### src/core/rsm_pkg.sv
// shared constants and carrier types of the range-shift mode supervisor
package rsm_pkg;
  // ************************************************************
  // timing
  // ************************************************************
  localparam int RSM_CLK_NS      = 4;          // 250 MHz period
  localparam int RSM_MS_NS       = 1_000_000;  // one millisecond
  localparam int RSM_CYC_PER_MS  = RSM_MS_NS / RSM_CLK_NS;
  localparam int RSM_PRE_W       = 18;
  localparam int RSM_DLY_W       = 12;
  localparam logic [RSM_DLY_W-1:0] RSM_DLY_MS_DEF = 12'h7D0; // 2000 ms

  // ************************************************************
  // gears and directions
  // ************************************************************
  localparam logic [2:0] RSM_GEAR_MIN = 3'h1;
  localparam logic [2:0] RSM_GEAR_MAX = 3'h4;
  localparam logic [2:0] RSM_GEAR_RST = 3'h1;
  localparam logic [1:0] RSM_DIR_N    = 2'h0;
  localparam logic [1:0] RSM_DIR_F    = 2'h1;
  localparam logic [1:0] RSM_DIR_R    = 2'h2;

  // ************************************************************
  // configuration encodings
  // ************************************************************
  typedef enum logic [1:0] {RSM_POL_MAN, RSM_POL_AUTO, RSM_POL_BOTH} rsm_pol_t;
  typedef enum logic [2:0] {RSM_SRC_SW, RSM_SRC_NET, RSM_SRC_BTN, RSM_SRC_LEVER,
                            RSM_SRC_LOAD} rsm_src_t;
  typedef enum logic [1:0] {RSM_CO_ALWAYS, RSM_CO_STAND, RSM_CO_STAND_GE} rsm_co_t;

  // ************************************************************
  // carriers
  // ************************************************************
  typedef struct packed {
    logic [2:0] lever_gear;
    logic [1:0] lever_dir;
    logic       mode_sw;
    logic       loaded;
    logic       low_range;
    logic       bump_up;
    logic       bump_dn;
  } rsm_pins_t;

  typedef struct packed {
    rsm_pol_t   policy;
    rsm_src_t   src;
    logic       btn_init_auto;
    logic       tog_neutral_only;
    logic       eng_needs_btn;
    logic       eng_forces_man;
    logic       bump_forces_man;
    logic       load_forces_man;
    logic       low_forces_man;
    rsm_co_t    co_m2a;
    rsm_co_t    co_a2m;
    logic [2:0] lowest_auto;
    logic [RSM_DLY_W-1:0] delay_ms;
  } rsm_cfg_t;

  typedef struct packed {
    logic standstill;
    logic ovs_cur;
    logic ovs_down;
    logic auto_up;
    logic auto_dn;
    logic lockup_off;
  } rsm_veh_t;

  typedef struct packed {
    logic valid;
    logic auto_req;
  } rsm_net_req_t;

  typedef struct packed {
    logic       auto_mode;
    logic       forced_man;
    logic [2:0] gear;
    logic       warn;
  } rsm_echo_t;
endpackage : rsm_pkg

### src/core/rsm_mode_ctrl.sv
// range-shift mode supervisor: mode selection, gating, forcing, gear control
// ************************************************************
// Summary of operation
// - policy: manual only, automatic only, or both
// - mode from wired switch or network request
// - push button press toggles manual/automatic
// - push button start mode set by configuration
// - toggling allowed everywhere or neutral only
// - direction engagement granted only while button held
// - direction engagement forces manual mode
// - bump lever forces manual and shifts one step
// - lever top gives automatic, lower gives manual
// - loaded gives manual, empty gives automatic
// - change-over always, standstill, or standstill/lever-ge-gear
// - separate gating for each change direction
// - mode changes at once, downshifts still overspeed-checked
// - loaded vehicle may force manual mode
// - low range may force manual mode
// - shift delay after direction, lockup, shift events
// - manual gear follows lever within safety limits
// - overspeed lights lamp and shifts up
// - overspeeding downshift refused, lamp lit in manual mode only
// - mode state echoed in status message
// - automatic gear between lowest and lever position
// ************************************************************
`timescale 1ns/10ps
`default_nettype none
module rsm_mode_ctrl
  import rsm_pkg::*;
#(
  parameter int CYC_PER_MS = rsm_pkg::RSM_CYC_PER_MS
)(
  input  wire logic                 mclk_i,
  input  wire logic                 rst_n_i,
  input  wire rsm_pkg::rsm_pins_t   pins_i,
  input  wire rsm_pkg::rsm_cfg_t    cfg_i,
  input  wire rsm_pkg::rsm_veh_t    veh_i,
  input  wire rsm_pkg::rsm_net_req_t mode_request_net_message_i,
  output var  logic [2:0]           gear_o,
  output var  logic [1:0]           dir_o,
  output var  logic                 auto_mode_o,
  output var  logic                 warn_lamp_o,
  output var  logic                 shift_blocked_o,
  output var  rsm_pkg::rsm_echo_t   status_echo_net_message_o
);
  import rsm_pkg::*;

  // ************************************************************
  // state
  // ************************************************************
  typedef struct packed {
    rsm_pins_t  s1;
    rsm_pins_t  s2;
    logic       init_done;
    logic       btn_prev;
    logic [1:0] bump_prev;
    logic       grant;
    logic [1:0] dir;
    logic       tog_auto;
    logic       net_auto;
    logic       req_prev;
    logic       man_latch;
    logic       auto_m;
    logic [2:0] gear;
    logic       warn;
    rsm_echo_t  echo;
  } rsm_state_t;

  rsm_state_t r_reg;
  rsm_state_t r_next;
  rsm_pins_t  p;
  logic       busy;
  logic       press;
  logic       bump_up_evt;
  logic       bump_dn_evt;
  logic       bump_evt;
  logic       grant;
  logic       engage_evt;
  logic       dchg_evt;
  logic       req_auto;
  logic       pol_auto;
  logic       force_lvl;
  logic       force_evt;
  logic       want_auto;
  logic       co_ok;
  rsm_co_t    co_sel;
  logic       up_req;
  logic       dn_req;
  logic       shift;
  logic       restart;

  assign p = r_reg.s2;

  // ************************************************************
  // input events and direction grant
  // ************************************************************
  always_comb
  begin
    press       = p.mode_sw & ~r_reg.btn_prev;
    bump_up_evt = cfg_i.bump_forces_man & p.bump_up & ~r_reg.bump_prev[1];
    bump_dn_evt = cfg_i.bump_forces_man & p.bump_dn & ~r_reg.bump_prev[0];
    bump_evt    = bump_up_evt | bump_dn_evt;
    // engagement needs the held button when so configured
    grant = (p.lever_dir != RSM_DIR_N) &&
            (!cfg_i.eng_needs_btn || p.mode_sw);
    engage_evt = grant & ~r_reg.grant;
    dchg_evt   = grant & r_reg.grant & (p.lever_dir != r_reg.dir);
  end

  // ************************************************************
  // mode request and change-over gating
  // ************************************************************
  always_comb
  begin
    unique case (cfg_i.src)
      RSM_SRC_SW:    req_auto = p.mode_sw;
      RSM_SRC_NET:   req_auto = r_reg.net_auto;
      RSM_SRC_BTN:   req_auto = r_reg.tog_auto;
      RSM_SRC_LEVER: req_auto = (p.lever_gear == RSM_GEAR_MAX);
      RSM_SRC_LOAD:  req_auto = ~p.loaded;
      default:       req_auto = 1'b0;
    endcase
    unique case (cfg_i.policy)
      RSM_POL_MAN:  pol_auto = 1'b0;
      RSM_POL_AUTO: pol_auto = 1'b1;
      RSM_POL_BOTH: pol_auto = req_auto;
      default:      pol_auto = 1'b0;
    endcase
    force_lvl = (cfg_i.load_forces_man & p.loaded) |
                (cfg_i.low_forces_man & p.low_range);
    force_evt = (cfg_i.eng_forces_man & engage_evt) | bump_evt;
    want_auto = pol_auto & ~force_lvl & ~force_evt & ~r_reg.man_latch;
    // separate condition for each direction of change
    co_sel = r_reg.auto_m ? cfg_i.co_a2m : cfg_i.co_m2a;
    unique case (co_sel)
      RSM_CO_ALWAYS:   co_ok = 1'b1;
      RSM_CO_STAND:    co_ok = veh_i.standstill;
      RSM_CO_STAND_GE: co_ok = veh_i.standstill ||
                               (p.lever_gear >= r_reg.gear);
      default:         co_ok = 1'b0;
    endcase
  end

  // ************************************************************
  // gear request
  // ************************************************************
  // overspeed first, then bump, then manual or automatic tracking
  always_comb
  begin
    up_req = 1'b0;
    dn_req = 1'b0;
    if (veh_i.ovs_cur)
      up_req = (r_reg.gear < RSM_GEAR_MAX);
    else if (bump_up_evt)
      up_req = (r_reg.gear < RSM_GEAR_MAX);
    else if (bump_dn_evt)
      dn_req = (r_reg.gear > RSM_GEAR_MIN);
    else if (!r_reg.auto_m)
    begin
      up_req = (p.lever_gear > r_reg.gear);
      dn_req = (p.lever_gear < r_reg.gear);
    end
    else
    begin
      // automatic stays within lowest gear and lever position
      up_req = (veh_i.auto_up && r_reg.gear < p.lever_gear) ||
               (r_reg.gear < cfg_i.lowest_auto);
      dn_req = (r_reg.gear > p.lever_gear) ||
               (veh_i.auto_dn && r_reg.gear > cfg_i.lowest_auto);
    end
    // never step outside the gear span, e.g. unsynced lever 0 after reset
    up_req = up_req & (r_reg.gear < RSM_GEAR_MAX);
    dn_req = dn_req & (r_reg.gear > RSM_GEAR_MIN);
    // a downshift into overspeed is withheld
    shift   = ~busy & (up_req | (dn_req & ~veh_i.ovs_down));
    restart = shift | engage_evt | dchg_evt | veh_i.lockup_off;
  end

  // ************************************************************
  // next state
  // ************************************************************
  always_comb
  begin
    r_next           = r_reg;
    r_next.s1        = pins_i;
    r_next.s2        = r_reg.s1;
    r_next.btn_prev  = p.mode_sw;
    r_next.bump_prev = {p.bump_up, p.bump_dn};
    r_next.grant     = grant;
    r_next.dir       = grant ? p.lever_dir : RSM_DIR_N;
    r_next.req_prev  = req_auto;
    r_next.init_done = 1'b1;
    // push button start mode and toggling
    if (!r_reg.init_done)
      r_next.tog_auto = cfg_i.btn_init_auto;
    else if (press && (!cfg_i.tog_neutral_only ||
             p.lever_dir == RSM_DIR_N))
      r_next.tog_auto = ~r_reg.tog_auto;
    if (mode_request_net_message_i.valid)
      r_next.net_auto = mode_request_net_message_i.auto_req;
    // momentary forcings hold manual until a fresh auto request
    if (force_evt)
    begin
      r_next.man_latch = 1'b1;
      r_next.tog_auto  = 1'b0;
    end
    else if (req_auto && !r_reg.req_prev)
      r_next.man_latch = 1'b0;
    // forced manual bypasses gating, others change at once when allowed
    if (!want_auto && (force_lvl || force_evt))
      r_next.auto_m = 1'b0;
    else if (want_auto != r_reg.auto_m && co_ok)
      r_next.auto_m = want_auto;
    if (shift)
      r_next.gear = up_req ? 3'(r_reg.gear + 3'h1)
                           : 3'(r_reg.gear - 3'h1);
    // lamp for overspeed or a refused driver downshift
    r_next.warn = veh_i.ovs_cur |
                  (dn_req & veh_i.ovs_down & ~r_reg.auto_m);
    r_next.echo.auto_mode  = r_next.auto_m;
    r_next.echo.forced_man = force_lvl | r_next.man_latch;
    r_next.echo.gear       = r_next.gear;
    r_next.echo.warn       = r_next.warn;
  end

  // state register
  always_ff @(posedge mclk_i)
  begin
    if (!rst_n_i)
    begin
      r_reg      <= '0;
      r_reg.gear <= RSM_GEAR_RST;
      r_reg.echo.gear <= RSM_GEAR_RST;
    end
    else
      r_reg <= r_next;
  end

  // ************************************************************
  // delay timer and outputs
  // ************************************************************
  rsm_delay_timer #(
    .CYC_PER_MS (CYC_PER_MS)
  ) u_dly (
    .mclk_i     (mclk_i),
    .rst_n_i    (rst_n_i),
    .restart_i  (restart),
    .delay_ms_i (cfg_i.delay_ms),
    .busy_o     (busy)
  );

  assign gear_o                    = r_reg.gear;
  assign dir_o                     = r_reg.dir;
  assign auto_mode_o               = r_reg.auto_m;
  assign warn_lamp_o               = r_reg.warn;
  assign shift_blocked_o           = busy;
  assign status_echo_net_message_o = r_reg.echo;
endmodule : rsm_mode_ctrl
`default_nettype wire

### src/core/rsm_delay_timer.sv
// range-shift delay timer counting milliseconds after each restart
`timescale 1ns/10ps
`default_nettype none
module rsm_delay_timer
  import rsm_pkg::*;
#(
  parameter int CYC_PER_MS = rsm_pkg::RSM_CYC_PER_MS
)(
  input  wire logic                          mclk_i,
  input  wire logic                          rst_n_i,
  input  wire logic                          restart_i,
  input  wire logic [rsm_pkg::RSM_DLY_W-1:0] delay_ms_i,
  output var  logic                          busy_o
);
  import rsm_pkg::*;

  typedef struct packed {
    logic [RSM_PRE_W-1:0] pre;
    logic [RSM_DLY_W-1:0] ms;
    logic                 busy;
  } rsm_tmr_t;

  rsm_tmr_t r_reg;
  rsm_tmr_t r_next;
  logic     ms_tick;

  // ************************************************************
  // next state
  // ************************************************************
  // restart always wins and counts from zero
  always_comb
  begin
    r_next  = r_reg;
    ms_tick = (r_reg.pre == RSM_PRE_W'(CYC_PER_MS - 1));
    if (restart_i)
    begin
      r_next.pre  = '0;
      r_next.ms   = '0;
      r_next.busy = 1'b1;
    end
    else if (r_reg.busy)
    begin
      if (r_reg.ms >= delay_ms_i)
        r_next.busy = 1'b0;
      else if (ms_tick)
      begin
        r_next.pre = '0;
        r_next.ms  = RSM_DLY_W'(r_reg.ms + 1'b1);
      end
      else
        r_next.pre = RSM_PRE_W'(r_reg.pre + 1'b1);
    end
  end

  // state register
  always_ff @(posedge mclk_i)
  begin
    if (!rst_n_i)
      r_reg <= '0;
    else
      r_reg <= r_next;
  end

  assign busy_o = r_reg.busy;
endmodule : rsm_delay_timer
`default_nettype wire

### config.mk
export PLATFORM = sky130hd
export DESIGN_NAME = rsm_mode_ctrl
export DESIGN_NICKNAME = d
export VERILOG_FILES = /design/src/core/rsm_pkg.sv /design/src/core/rsm_mode_ctrl.sv /design/src/core/rsm_delay_timer.sv
export SDC_FILE = /design/constraint.sdc
export NUM_CORES = 1
export LEC_CHECK = 0
export ABC_AREA = 1
export BUFFER_PORTS_ARGS = -buffer_cell sky130_fd_sc_hd__buf_2
export CAP_MARGIN = 30
export CORE_ASPECT_RATIO = 1.2
export CORE_MARGIN = 4
export CORE_UTILIZATION = 55
export DETAILED_ROUTE_END_ITERATION = 10
export HOLD_SLACK_MARGIN = 0.05
export PLACE_DENSITY = 0.78
export REMOVE_ABC_BUFFERS = 1
export SETUP_SLACK_MARGIN = 0.02
export SYNTH_ARGS = -nofsm -noshare
export SYNTH_HDL_FRONTEND = slang
export SYNTH_SLANG_ARGS = --single-unit
### constraint.sdc
create_clock -name mclk_i -period 2 [get_ports mclk_i]
set_input_delay 0.4 -clock mclk_i [delete_from_list [all_inputs] [get_ports mclk_i]]
set_output_delay 0.4 -clock mclk_i [all_outputs]
set_load 0.005 [all_outputs]
==> results of run 1 <==
[through the flow]
step                setup TNS [ns]  utilization (%)
floorplan                        0                -
global placement         -0.000608             63.9
detailed placement          -0.475             63.9
CTS                              0             67.0
global route               -0.0566             68.4
finish                           0             68.4
[path summary, 6_finish.rpt]
path,slack [ns],startpoint,cells after the start,endpoint
worst max-delay path,0.11,u_dly.r_reg[7],14,u_dly.r_reg[11]
worst min-delay path,0.23,pins_i[2],3,r_next[24]
worst max register to register,0.11,u_dly.r_reg[7],14,u_dly.r_reg[11]
worst min register to register,0.41,r_next[27],2,p[5]
[final cells by class]
class,instances,share of cell area (%)
multi-input combinational,378,43.5
sequential,68,29.2
timing repair buffer,92,12.1
inverter,106,8.51
clock buffer,10,2.93
tap,87,2.32
clock inverter,6,1.52
[layout by cell type, fill, tap and decap left out, types with 3 or more instances in the layout]
master | synthesis | routed
nor2_1 | 69 | 65
dfxtp_1 | 68 | 63
buf_4 | 13 | 25
inv_2 | 1 | 3
nor3_1 | 14 | 14
nand4_1 | 7 | 7
buf_12 | 0 | 3
nor2_4 | 2 | 3
inv_1 | 104 | 102
nand2_2 | 2 | 4
xor2_1 | 15 | 15
o21ai_0 | 11 | 10
nand3_2 | 3 | 4
nand3b_1 | 3 | 3
a21oi_1 | 29 | 25
a21oi_2 | 1 | 4
nand2_1 | 134 | 131
clkbuf_8 | 0 | 10
nand3_1 | 45 | 43
ha_1 | 25 | 24
dfxtp_2 | 0 | 5
buf_2 | 4 | 64
nor2_2 | 3 | 6
[synth_stat cells]
cell,count,area [µm²]
o22ai_1,2,12.5
clkbuf_1,2,7.51
a31oi_1,1,6.26
o31ai_1,1,7.51
a21oi_1,29,145
o21ai_0,11,55.1
o211ai_1,1,7.51
dfxtp_1,68,1360
nand3_1,45,225
buf_1,1,3.75
nand2_2,2,12.5
xor2_1,15,131
xnor2_1,2,17.5
ha_1,25,313
nor3_1,14,70.1
inv_1,104,390
nor3_2,1,10.0
nand3b_1,3,22.5
nand3_2,3,30.0
clkinv_2,1,5.00
buf_4,13,97.6
o21bai_1,2,15.0
and3_1,2,12.5
nand4_1,7,43.8
a21oi_2,1,8.76
nor2_1,69,259
or2_2,2,12.5
nand2_1,134,503
nor4_1,1,6.26
inv_2,1,3.75
nor2_2,3,18.8
nor2_4,2,22.5
buf_2,4,20.0
buf_6,1,11.3
[cells by family (layout without fill, tap and decap cells)]
logic type / count (synthesis) / count (layout) / synth area share [%]
AOI/OAI and AO/OA: 48 / 48 / 6.66
xor gates and xnor gates: 17 / 17 / 3.85
adders and majority gates: 25 / 25 / 8.09
buffers and inverters: 127 / 214 / 13.9
DFF: 68 / 68 / 35.2
and+or+nand+nor: 288 / 288 / 32.3
[tightest hold or removal path, stage by stage]
cell	delay [ns]
buf_2	0.07
nand2_1	0.04
inv_1	0.04
[where the power goes]
group | switching, mW | internal (mW)
clock | 0.553 | 0.620
combinational | 0.520 | 0.423
sequential | 0.0627 | 1.42
total | 1.14 | 2.47
[per-layer routing]
layer | global-route usage, % | up-vias | wire length [µm] | share of wire, %
li1 | - | 1940 | - | -
met1 | 23.3 | 1661 | 3600 | 41
met2 | 39.5 | 74 | 4550 | 52
met3 | 4.43 | 10 | 408 | 4.7
met4 | 8.04 | 0 | 143 | 1.6
met5 | 0 | - | 0 | 0
[repair_timing]
action / 4_1_cts / 5_1_grt
buffers inserted: 0 / 3
setup endpoints to repair: 0 / 34
gates resized for setup: 0 / 26
==> impl_metrics.env, run 1 <==
export IMPL_place_inst=728
export IMPL_critical_path_arrival_ns=2.17
export IMPL_die_x_um=84.6
export IMPL_cts_root_buf="clkbuf_8"
export IMPL_crit_top_cell="nand2_1"
export IMPL_dp_hpwl_um=6590
export IMPL_fin_crit_sh_pct=94.5
export IMPL_antenna_left=0
export IMPL_grt_max_degree=22
export IMPL_worst_path_max_fanout=8
export IMPL_start_util_pct=56.4
export IMPL_path_buf_inv=2
export IMPL_finClkSkew_ns=0.00838
export IMPL_min_period_ns=1.89
export IMPL_ioPinCount=65
export IMPL_die_area_um2=8450
export IMPL_clockBufferDepth=2
export IMPL_cts_sinks=68
export IMPL_slew_viol_final=0
export IMPL_gp_congestion=0.934
export IMPL_grt_pass1_vias=3644
export IMPL_stdcell_area_um2=4690
export IMPL_yosys_warnings=0
export IMPL_grt_first_pass_wirelength_um=14900
export IMPL_grt_overflow_total=0
export IMPL_finalSetupViolations=0
export IMPL_critPathCaptureType="register"
export IMPL_status="finished clean"
export IMPL_fin_hold_ws_ns=0.229
export IMPL_fp_row_count=33
export IMPL_maxSlewHeadroom_pct=77.0
export IMPL_ir_drop_v=0.000467
export IMPL_core_area_um2=6850
export IMPL_cts_hold_buffers_added=0
export IMPL_fin_nets=731
export IMPL_yosys_register_bits=68
export IMPL_htree_levels=3
export IMPL_power_leakage_nw=2.28
export IMPL_vias=3685
export IMPL_viasPerCell=4.93
export IMPL_worst_pin_slew_ns=0.343
export IMPL_multi_input_area_um2=2040
export IMPL_drtIter0Drc=128
export IMPL_dp_slack_ns=-0.0753
export IMPL_power_density_nw_per_um2=768
export IMPL_final_cells=747
export IMPL_seqCellArea_um2=1370
export IMPL_antenna_found_initial=0
export IMPL_grt_util_all_layers_pct=21.2
export IMPL_port_buffers=64
export IMPL_slowest_delay_ns=0.35
export IMPL_largest_register_ffs=30
export IMPL_syn_cell_area_um2=3870
export IMPL_insertion_delay_ns=0.35
export IMPL_crit_path_start_kind="register"
export IMPL_placed_area_um2=4380
export IMPL_cp_required_ns=2.28
export IMPL_p_total_mw=3.60
export IMPL_critPathSlowestCell="dfxtp_2"
export IMPL_worstPathCellList="ha_1 -> nand2_1 -> inv_1 -> nand2_1 -> nand2_1 -> nand2_1 -> nand2_2 -> inv_2 -> nand3_4 -> nor2_2 -> nand2_1 -> nand2_1 -> nand2_1 -> nor2_1"
export IMPL_drv_cap=0
export IMPL_hold_viol_final=0
export IMPL_cts_tree="yes"
export IMPL_rsz0062_at_grt="true"
export IMPL_max_freq_ghz=0.529
export IMPL_antenna_cells=0
export IMPL_drc=0
export IMPL_synth_cell_types=34
export IMPL_n_fill_cell=583
export IMPL_yosysSeqAreaShare_pct=35.2
export IMPL_syn2layout_area_growth_pct=21.2
export IMPL_clk_pin_slew_ns=0.08
export IMPL_setup_slack_ns=0.110
export IMPL_cts_buffers=9
export IMPL_die_y_um=99.9
export IMPL_first_pass_iters=4
export IMPL_hold_path_class="in2reg"
export IMPL_critical_path_class="reg2reg"
export IMPL_cp_top_family="simple AND/OR/NAND/NOR gates"
export IMPL_syn_inst=573
export IMPL_drive_gt1_share_pct=22.0
export IMPL_wl_um=8710
export IMPL_drt_wirelength_per_cell_um=11.7
export IMPL_avgSynthCellArea_um2=6.75
Note: power is estimated with default switching activity, not from simulation.
==> run 2: changes to the inputs <==
==> constraint.sdc (replaced) <==
create_clock -name mclk_i -period 2 [get_ports mclk_i]
set_input_delay 0.2 -clock mclk_i [delete_from_list [all_inputs] [get_ports mclk_i]]
set_output_delay 0.2 -clock mclk_i [all_outputs]
set_load 0.005 [all_outputs]
==> run 2 against run 1 <==
Compared with the run above: die area is the same; register-to-register slack gained 0.05 ns; total power shrank 0.40%; clock power is essentially flat; via count grew 0.90%; first-iteration DRC count grew 9.4%; hold slack lost 0.16 ns; combinational power shrank 2%; critical path type unchanged; largest cell class unchanged; highest routed layer unchanged.
==> impl_metrics.env, run 2 (synthesis results as in run 1) <==
export IMPL_worst_pin_slew_ns=0.417
export IMPL_cts_tree="yes"
export IMPL_wl_um=8790
export IMPL_hold_path_end="r_next[23]"
export IMPL_hp_start="pins_i[1]"
export IMPL_ioPinCount=65
export IMPL_final_cell_mix="131 x nand2_1, 102 x inv_1, 65 x nor2_1"
export IMPL_status="finished clean"
export IMPL_critical_path_arrival_ns=2.11
export IMPL_hold_viol_final=0
export IMPL_p_total_mw=3.59
export IMPL_grt_pass1_vias=3381
export IMPL_final_common_cell="nand2_1"
export IMPL_drt_wirelength_per_cell_um=11.8
export IMPL_drc=0
export IMPL_antenna_left=0
export IMPL_cp_top_family="simple AND/OR/NAND/NOR gates"
export IMPL_power_density_nw_per_um2=760
export IMPL_die_x_um=84.6
export IMPL_power_leakage_nw=2.27
export IMPL_r2r_cells=11
export IMPL_setup_slack_ns=0.161
export IMPL_rsz0062_at_grt="true"
export IMPL_stdcell_area_um2=4720
export IMPL_antenna_found_initial=0
export IMPL_core_area_um2=6850
export IMPL_finalSetupViolations=0
export IMPL_crit_path_start_kind="register"
export IMPL_first_pass_iters=4
export IMPL_vias=3718
export IMPL_viasPerCell=5.00
export IMPL_critical_path_class="reg2reg"
export IMPL_cp_required_ns=2.27
export IMPL_gp_congestion=0.859
export IMPL_grt_first_pass_wirelength_um=14200
export IMPL_finClkSkew_ns=0.0111
export IMPL_ir_drop_v=0.000469
export IMPL_drtIter0Drc=140
export IMPL_min_period_ns=1.84
export IMPL_grt_util_all_layers_pct=20.3
export IMPL_n_fill_cell=588
export IMPL_hold_path_class="in2reg"
export IMPL_dp_hpwl_um=6280
export IMPL_largest_register_ffs=30
export IMPL_critPathSlowestCell="dfxtp_2"
export IMPL_drv_cap=0
export IMPL_clockBufferDepth=2
export IMPL_multi_input_area_um2=2060
export IMPL_fin_crit_sh_pct=91.9
export IMPL_cts_sinks=68
export IMPL_cts_root_buf="clkbuf_8"
export IMPL_port_buffers=64
export IMPL_grt_max_degree=31
export IMPL_maxSlewHeadroom_pct=72.2
export IMPL_reg2reg_to="u_dly.r_reg[14]"
export IMPL_placed_area_um2=4270
export IMPL_die_y_um=99.9
export IMPL_worst_path_max_fanout=8
export IMPL_start_util_pct=56.4
export IMPL_insertion_delay_ns=0.34
export IMPL_clk_pin_slew_ns=0.08
export IMPL_whs_path_depth=3
export IMPL_syn2layout_area_growth_pct=22.1
export IMPL_max_freq_ghz=0.544
export IMPL_fin_hold_ws_ns=0.0697
export IMPL_critPathCaptureType="register"
export IMPL_grt_overflow_total=0
export IMPL_dp_slack_ns=0.0200
export IMPL_slew_viol_final=0
export IMPL_slowest_delay_ns=0.37
export IMPL_cts_buffers=9
export IMPL_seqCellArea_um2=1370
export IMPL_rrSetupSlack_ns=0.16
export IMPL_path_buf_inv=1
export IMPL_drive_gt1_share_pct=19.9
export IMPL_antenna_cells=0
export IMPL_htree_levels=3
export IMPL_fin_nets=728
export IMPL_worstPathCellList="ha_1 -> nand3_1 -> nand2_1 -> nand2_1 -> nand3_1 -> nand3_1 -> nand2_1 -> nand2_2 -> nand3_4 -> clkbuf_16 -> a21oi_1"
export IMPL_fp_row_count=33
export IMPL_die_area_um2=8450
-- run 2: cell type report --
type | count | area share [%]
clock buffer | 9 | 2.62
clock inverter | 7 | 1.72
tap | 87 | 2.31
sequential | 68 | 29.0
multi-input combinational | 378 | 43.6
timing repair buffer | 89 | 12.3
inverter | 106 | 8.45
-- run 2: layer usage --
layer,GRT usage (%),wire length (µm)
met1,23.6,3580
met4,6.33,147
met3,4.02,503
met5,0,0
met2,37.2,4560
-- run 2: repair_timing --
item                                    in CTS  in global routing
resized for setup                            1                 26
setup buffers                                0                  1
pin swaps                                    0                  2
endpoints found under the setup margin       1                 34
cloned                                       0                  3
endpoints found under the hold margin        7                  1
hold buffers                                 7                  1
-- run 2: tightest hold or removal path, cell delays in order --
cell,delay (ns)
buf_2,0.08
nand2_1,0.05
inv_1,0.04
-- run 2: worst max-delay path by stage --
stage / from / end / slack [ns] / depth (start not counted)
global route: u_dly.r_reg[12] / u_dly.busy_o / -0.02 / 11
CTS: u_dly.r_reg[8] / u_dly.r_reg[11] / 0.01 / 13
floorplan: register / u_dly.r_reg[14] / 0.02 / 13
global placement: u_dly.r_reg[8] / u_dly.r_reg[6] / 0.11 / 12
finish: register / u_dly.r_reg[14] / 0.16 / 11
detailed placement: u_dly.r_reg[12] / u_dly.r_reg[24] / 0.02 / 10
-- run 2: per-stage QoR --
step / setup TNS [ns] / std cells / utilization, %
finish: 0 / 744 / 68.9
global route: -0.0203 / 744 / 68.9
CTS: 0 / 739 / 66.4
detailed placement: 0 / 716 / 62.3
global placement: 0 / 716 / 62.3
floorplan: 0 / 552 / -
-- run 2: power breakdown --
group	switching, mW	internal, mW	leakage (nW)
Sequential	0.0717	1.43	0.557
Combinational	0.514	0.414	1.61
Clock	0.567	0.593	0.101
